--- config.mk ---
export PLATFORM = sky130hd
export DESIGN_NAME = cec_counter
export DESIGN_NICKNAME = d
export VERILOG_FILES = /design/src/logic/cec_pkg.sv /design/src/logic/cec_counter.sv /design/src/logic/cec_edge_detect.sv
export VERILOG_INCLUDE_DIRS = /design/src /design/src/logic
export SDC_FILE = /design/constraint.sdc
export NUM_CORES = 1
export LEC_CHECK = 0
export ABC_AREA = 1
export BUFFER_PORTS_ARGS = -buffer_cell sky130_fd_sc_hd__buf_2
export CORE_MARGIN = 2
export CORE_UTILIZATION = 48
export CTS_CLUSTER_DIAMETER = 40
export DETAILED_ROUTE_END_ITERATION = 16
export PLACE_DENSITY = 0.76
export SKIP_LAST_GASP = 1
export SYNTH_ARGS = -nofsm -noshare
export SYNTH_HDL_FRONTEND = slang
export SYNTH_SLANG_ARGS = --single-unit
--- constraint.sdc ---
create_clock -name clk -period 1.5 [get_ports clk]
set_input_delay 0.45 -clock clk [delete_from_list [all_inputs] [get_ports clk]]
set_output_delay 0.45 -clock clk [all_outputs]
set_load 0.1 [all_outputs]
--- src/logic/cec_consts.svh ---
/*
  Constants for the comparator edge counter: widths, reset values, restart count.
  Assumes inclusion by bare name from design files.
*/
`ifndef CEC_CONSTS_SVH
`define CEC_CONSTS_SVH

`define CEC_CNT_W 16
`define CEC_RESTART_CNT 16'h0001
`define CEC_CNT_RESET 16'h0000
`define CEC_RELOAD_RESET 16'hffff

`endif

--- src/logic/cec_pkg.sv ---
/*
  Types for the comparator edge counter.
  Assumes cec_consts.svh is reachable on the include path.
*/
`include "cec_consts.svh"

package cec_pkg;

  // ----------------------------------------------------------------
  // Configuration carrier
  // ----------------------------------------------------------------
  typedef struct packed {
    logic enable;
    logic edge_polarity_select;
    logic out_enable;
  } cec_cfg_t;

  // Byte writes to count and reload
  typedef struct packed {
    logic cnt_hi_we;
    logic cnt_lo_we;
    logic rld_hi_we;
    logic rld_lo_we;
    logic [7:0] wdata;
  } cec_wr_t;

  typedef enum logic [0:0] {
    CEC_IDLE = 1'b0,
    CEC_RUN = 1'b1
  } cec_state_t;

endpackage

--- src/logic/cec_counter.sv ---
/*
  Comparator edge counter: a reloadable 16-bit timer in comparator-counting mode.
  Assumes software sets up count, reload and polarity while disabled, then enables.
*/
// Overview of operation
// - Count comparator output transitions, not clock ticks.
// - Polarity bit picks rising or falling edges.
// - No prescaler; each edge adds exactly one.
// - At reload value: pulse interrupt, restart at one.
// - Output pin toggles each reload when enabled.
// - Start count applies to first pass only.
// - Polarity sets initial output level.
`timescale 1ns/1ps
`include "cec_consts.svh"

module cec_counter
  import cec_pkg::*;
#(
  parameter int CNT_W = `CEC_CNT_W
)
(
  input wire logic clk,
  input wire logic reset,
  input wire logic cmp_in,
  input wire cec_cfg_t cfg,
  input wire cec_wr_t wr,
  output logic [CNT_W-1:0] count,
  output logic [CNT_W-1:0] reload,
  output logic irq,
  output logic timer_out,
  output logic timer_out_oe,
  output logic running
);

  // ----------------------------------------------------------------
  // Edge qualification
  // ----------------------------------------------------------------
  logic edge_pulse;

  cec_edge_detect u_edge (
    .clk(clk),
    .reset(reset),
    .cmp_in(cmp_in),
    .edge_polarity_select(cfg.edge_polarity_select),
    .edge_pulse(edge_pulse)
  );

  // ----------------------------------------------------------------
  // Count, reload and output state
  // ----------------------------------------------------------------
  cec_state_t state;
  cec_state_t next_state;
  logic [CNT_W-1:0] next_count;
  logic [CNT_W-1:0] next_reload;
  logic next_irq;
  logic level;
  logic next_level;
  logic hit;

  // Byte merge used for both count and reload writes
  function automatic logic [CNT_W-1:0] merge_byte(input logic [CNT_W-1:0] cur, input logic hi_we,
                                                   input logic lo_we, input logic [7:0] d);
    logic [CNT_W-1:0] r;
    r = cur;
    if (hi_we) begin
      r[CNT_W-1:8] = d[CNT_W-9:0];
    end
    if (lo_we) begin
      r[7:0] = d;
    end
    return r;
  endfunction

  assign hit = (state == CEC_RUN) && edge_pulse && (count == reload);

  // Next-state computation
  always_comb begin
    next_state = cfg.enable ? CEC_RUN : CEC_IDLE;
    next_count = count;
    next_irq = 1'b0;
    next_level = level;
    next_reload = merge_byte(reload, wr.rld_hi_we, wr.rld_lo_we, wr.wdata);
    unique case (state)
      CEC_IDLE: begin
        next_count = merge_byte(count, wr.cnt_hi_we, wr.cnt_lo_we, wr.wdata);
        next_level = cfg.edge_polarity_select;
      end
      CEC_RUN: begin
        if (edge_pulse) begin
          if (count == reload) begin
            next_count = `CEC_RESTART_CNT;
            next_irq = 1'b1;
            next_level = ~level;
          end else begin
            next_count = count + `CEC_RESTART_CNT;
          end
        end
      end
    endcase
  end

  // Register stage
  always_ff @(posedge clk) begin
    if (reset) begin
      state <= CEC_IDLE;
      count <= `CEC_CNT_RESET;
      reload <= `CEC_RELOAD_RESET;
      irq <= 1'b0;
      level <= 1'b0;
    end else begin
      state <= next_state;
      count <= next_count;
      reload <= next_reload;
      irq <= next_irq;
      level <= next_level;
    end
  end

  // Pin drive
  assign timer_out = level;
  assign timer_out_oe = cfg.out_enable;
  assign running = (state == CEC_RUN);
endmodule // cec_counter

--- src/logic/cec_edge_detect.sv ---
/*
  Two-stage synchroniser and selectable edge detector for the comparator output.
  Assumes comparator toggles no faster than a quarter of clk.
*/
`timescale 1ns/1ps
`include "cec_consts.svh"

module cec_edge_detect
  import cec_pkg::*;
(
  input wire logic clk,
  input wire logic reset,
  input wire logic cmp_in,
  input wire logic edge_polarity_select,
  output logic edge_pulse
);

  logic sync_a;
  logic sync_b;
  logic prev;
  logic next_sync_a;
  logic next_sync_b;
  logic next_prev;

  // Next values of the synchroniser and history
  always_comb begin
    next_sync_a = cmp_in;
    next_sync_b = sync_a;
    next_prev = sync_b;
  end

  // Register stage
  always_ff @(posedge clk) begin
    if (reset) begin
      sync_a <= 1'b0;
      sync_b <= 1'b0;
      prev <= 1'b0;
    end else begin
      sync_a <= next_sync_a;
      sync_b <= next_sync_b;
      prev <= next_prev;
    end
  end

  // Rising when select is 1, falling when 0
  assign edge_pulse = edge_polarity_select ? (sync_b & ~prev) : (~sync_b & prev);

endmodule // cec_edge_detect

After elaboration in Yosys (flattened, before gate mapping)
Cells that the tools add are included.

Bits in writable memories: 0. Memories: 0. Bits in latches: 0. Input port bits: 18. Memory bits (read-only): 0. Bits in registers: 38. Word-level logic and storage cells: 38. Output and inout port bits: 36.

Multiply operators: 0. Eq/ne operators: 5. Reduce and logical (&&, ||, !) cells: 4. Div/mod/pow operators: 0. Magnitude comparators: 0. Multiplexer cells: 11. Shifts and indexed selects: 0. Add/subtract/negate cells: 1. Bitwise operators: 7.

Operators by type and width (count): 2-to-1 mux 16 bit (2); case mux 16 bit (2 select lines) (1); adder 16 x 1 -> 16 bit, second input constant (1); equality test 16 bit (1); 2-to-1 mux 8 bit (2); inequality test 2 bit, second input constant (3); AND reduction 2 bit (3); 2-to-1 mux 1 bit (5); NOT 1 bit (5); OR reduction 3 bit (1); bitwise AND 1 bit (2); inequality test 2 x 1 -> 1 bit, second input constant (1); case mux 1 bit (2 select lines) (1).

Logic depth before layout (Yosys ltp)
Depth in word-level cells: 5. Mapped depth: 12. Depth with buffers taken out: 11.

Hierarchy
A second synthesis with hierarchy kept.

Cells, all modules: 340. Area, all modules: 2185.8 µm².

Modules (own cells, without submodules): cec_counter (area each 2082.0 µm², instances 1, cells an instance 326); cec_edge_detect (area each 103.8 µm², instances 1, cells an instance 14).

Worst setup path before layout
No wires, ideal clock.

Path kind: register to register. Start point: register count[0]. End point: register count[12]. Path slack: -0.697 ns. Data required time: 1.378 ns. Setup time: 0.122 ns. Clock period less this slack: 2.197 ns. Path buffers: 0. Cell stages (with the launch flop): 8. Arrival: 2.074 ns. Cell sequence: dfxtp_1 ha_1 nand2_1 nor3_1 nand2_1 xor2_1 nand3_1 a21oi_1.

Cells in the longest elaborated chain, start to end: 4. Elaborated cells between the ends (all ways): 5. Classes of those cells: add/sub (1); eq/ne (1); mux (3).

Ends and longest elaborated chain: from (decl) (RTL line cec_counter.sv:27) `output logic [CNT_W-1:0] count,`; from (signal assigned) (RTL line cec_counter.sv:106) `` count <= `CEC_CNT_RESET; ``; from (signal assigned) (RTL line cec_counter.sv:112) `count <= next_count;`; adder 16 x 1 -> 16 bit (no line) or equality test 16 bit (tied branches); 2-to-1 mux 16 bit (*) (RTL line cec_counter.sv:90) `if (count == reload) begin`; 2-to-1 mux 16 bit (*) (RTL line cec_counter.sv:89) `if (edge_pulse) begin`; case mux 16 bit (2 select lines) (*) (RTL line cec_counter.sv:83) `unique case (state)`.

Mark *: on every way between the ends. The rest lies on a longest branch, timed or not. The select of a mux whose other input is x is not followed. A chain may end at the register's enable or synchronous reset.

Final worst setup path
Start point: register count[0]. End point: output port count[0].

No word-level cell between the ends.

==> key figures <==
Run status
  – Status: completed

Layout
  – Area Growth Syn to Fin: 60.9%
  – Finished Layout Cells: 459
  – Fillers: 288
  – Register Area: 882 um^2
  – Share of cells above drive strength 1: 0.376
  – Multi-input logic area: 1270 um^2
  – Antenna Cells: 0
  – Nets: 425

Placed design
  – Pre-CTS setup slack: -2.07 ps
  – Detailed Place HPWL: 4970 um
  – Cell total after placement: 442
  – IO Port Bufs: 51
  – Gpl congestion: 0.971

Global routing
  – Largest net degree at the start of global routing: 18
  – First-pass GRT wire length: 10600 um
  – Initial antenna violation count: 0
  – Number of global-route vias before repair: 2292
  – Grt ovf: 0
  – GRT Util Overall: 0.267

Yosys
  – Cell count after synthesis: 336
  – Mux cell area share after synthesis: 0
  – Simple-gate share of the synthesized area: 0.332
  – Mapped cell area: 2150 um^2
  – Post-synth EDFFs: 0
  – Adder-cell area share of the yosys netlist: 0.00581
  – Seq cells post-synth: 38
  – Xor/xnor share of the synthesized area: 0.0366
  – Synth Area in Compound Gates: 0.162
  – Top FF cell, synth: dfxtp_1
  – Yosys warning total: 0
  – Ys async rst share: 0
  – Yosys cell types: 27
  – Sequential cell area fraction in the yosys report: 0.353
  – Syn_nets: 355
  – Largest family of logic cells by synthesized area: simple AND/OR/NAND/NOR gates
  – Mean Syn Cell Area: 6.41 um^2

Floorplan
  – Die height: 71.0 um
  – Die ar.: 5040 um^2
  – CORE AREA: 4320 um^2
  – Row Count: 24
  – Die X: 71.0 um
  – Starting Density: 0.498
  – I/O pins: 54

Clocking
  – Sinks on Clock Net: 38
  – Clk Latency, worst-skew pair: 290 ps
  – CTS root buf: clkbuf_8
  – CTS Buffer Depth: 2
  – Reg clk slew, reported paths: 80 ps
  – Hold buffers post-CTS: 0
  – # H-tree levels: 2
  – TritonCTS buffer count: 5
  – CTS tree: yes

STA
  – Final Max Slew Viols: 0
  – Min Tclk post-route: 1470 ps
  – Tcrit/Tclk final: 0.980
  – Slew HR: 0.678
  – Least-Margin Pin Slew: 486 ps
  – Peak Freq: 680 MHz
  – Final setup viols: 0
  – Post-route worst setup slack: 30.0 ps
  – RSZ-0062 raised after global routing: yes
  – Final hold violations: 0
  – Clk_skew: 4.95 ps

Detailed routing
  – Antenna viol nets, final: 0
  – DR WL/cell: 15.3 um
  – Vias/cell: 5.54
  – DRT iter0 DRCs: 205
  – DRC Markers: 0
  – Vias: 2541
  – 1st-pass router iterations: 4
  – Drt total wl: 7010 um

Setup path
  – Kind of critical path: reg -> out
  – Setup crit end kind: output port
  – Crit path max fanout: 7
  – Arr. time, crit path: 1020 ps
  – Critical Path Start Type: register
  – Req. time, crit path: 1050 ps

Pwr
  – Maximum VDD drop: 0.722 mV
  – Pwr dens: 959 nW/um^2
  – Final total power: 0.00332 W
  – Pleak: 1.62 nW

Hold path
  – Hold Crit Class: in -> reg

Run
  – Maxcap violations: 0
-- worst paths after layout --
path	from	to	slack (ps)	depth (start not counted)
setup / recovery	count[0]	count[0]	30	2
hold / removal	cfg[2]	running	350	3
setup reg to reg	count[3]	count[0]	50	11
hold reg to reg	u_edge.next_sync_b	u_edge.next_prev	410	2
-- placed cells by master (no fill, tap or decap), types with 2 or more instances in the layout --
master,instances
nor2_4,4
nand2_1,68
nor2_1,37
nand3_1,14
a21oi_1,33
nor3_1,3
buf_2,17
buf_6,2
xor2_1,8
buf_12,35
nand4_1,6
nand2_2,8
or2_2,2
buf_4,20
nand2_4,2
inv_1,45
o21ai_0,34
dfxtp_1,5
inv_4,3
clkbuf_8,5
dfxtp_4,32
nand3_2,5
nor2_2,4
inv_2,2
nor3_2,3
-- cell families (layout without fill, tap and decap cells) --
logic type,after synthesis,in the layout
xor gates and xnor gates,9,9
and+or+nand+nor,160,160
DFF,38,38
adders and majority gates,1,1
buffers and inverters,59,130
AOI/OAI and AO/OA,69,69
-- worst max-delay path, cell delays in order (launching register included) --
cell	delay, ps
dfxtp_4	420
buf_4	140
buf_12	160
-- synth_stat cells, types with 2 or more instances --
library cell,n,area share
a21oi_1,34,0.079
buf_1,3,0.0052
buf_2,3,0.0070
clkbuf_1,2,0.0035
dfxtp_1,38,0.35
inv_1,47,0.082
nand2_1,76,0.13
nand2_2,2,0.0058
nand3_1,16,0.037
nand3_2,4,0.019
nand4_1,6,0.017
nor2_1,42,0.073
nor2_4,2,0.010
nor3_1,6,0.014
o21ai_0,34,0.079
or2_2,2,0.0058
xor2_1,9,0.037
-- metrics by stage --
stage	util	TNS (ps)	hold slack (ps)	cell area [um^2]
after floorplan	-	-659	388	2300
after global placement	0.732	0	390	3170
after detailed placement	0.732	-2.07	408	3170
after CTS	0.758	0	347	3280
after global routing	0.801	-541	345	3460
final	0.801	0	349	3460
-- registers in the layout, summed over array words and instances, names as in the netlist --
name / flops
u_edge.next_prev: 1
timer_out: 1
u_edge.next_sync_b: 1
reload: 16
count: 16
running: 1
irq: 1
u_edge.prev: 1
-- layer usage --
layer  vias to the layer above  wire, um  track usage  share of wire
li1                       1218         -            -              -
met1                      1159      2660        0.332           0.38
met2                       136      3440        0.456           0.49
met3                        28       618       0.0627          0.088
met4                         0       288       0.0901          0.041
met5                         -         0            0              0
-- power breakdown --
group          total [W]  switching, W  leakage (nW)  internal, W
logic            0.00130      0.000841          1.23     0.000458
registers        0.00121      0.000130         0.327      0.00108
clock network   0.000814      0.000383        0.0572     0.000430
total            0.00332       0.00135          1.62      0.00197
-- repair_timing --
action                                  CTS  global route
buffers inserted                          0             9
gates resized for setup                   1            28
cloned                                    0             0
pin swaps                                 0            13
endpoints found under the setup margin    1            17
-- cell type report --
| cell class | instances | area share |
|---|---|---|
| tap | 52 | 0.0188 |
| clock buffer | 6 | 0.0271 |
| sequential | 38 | 0.255 |
| timing repair buffer | 74 | 0.277 |
| inverter | 48 | 0.0527 |
| multi-input combinational | 239 | 0.367 |
| clock inverter | 2 | 0.00361 |
No activity file was read; power rests on OpenSTA's default activity.
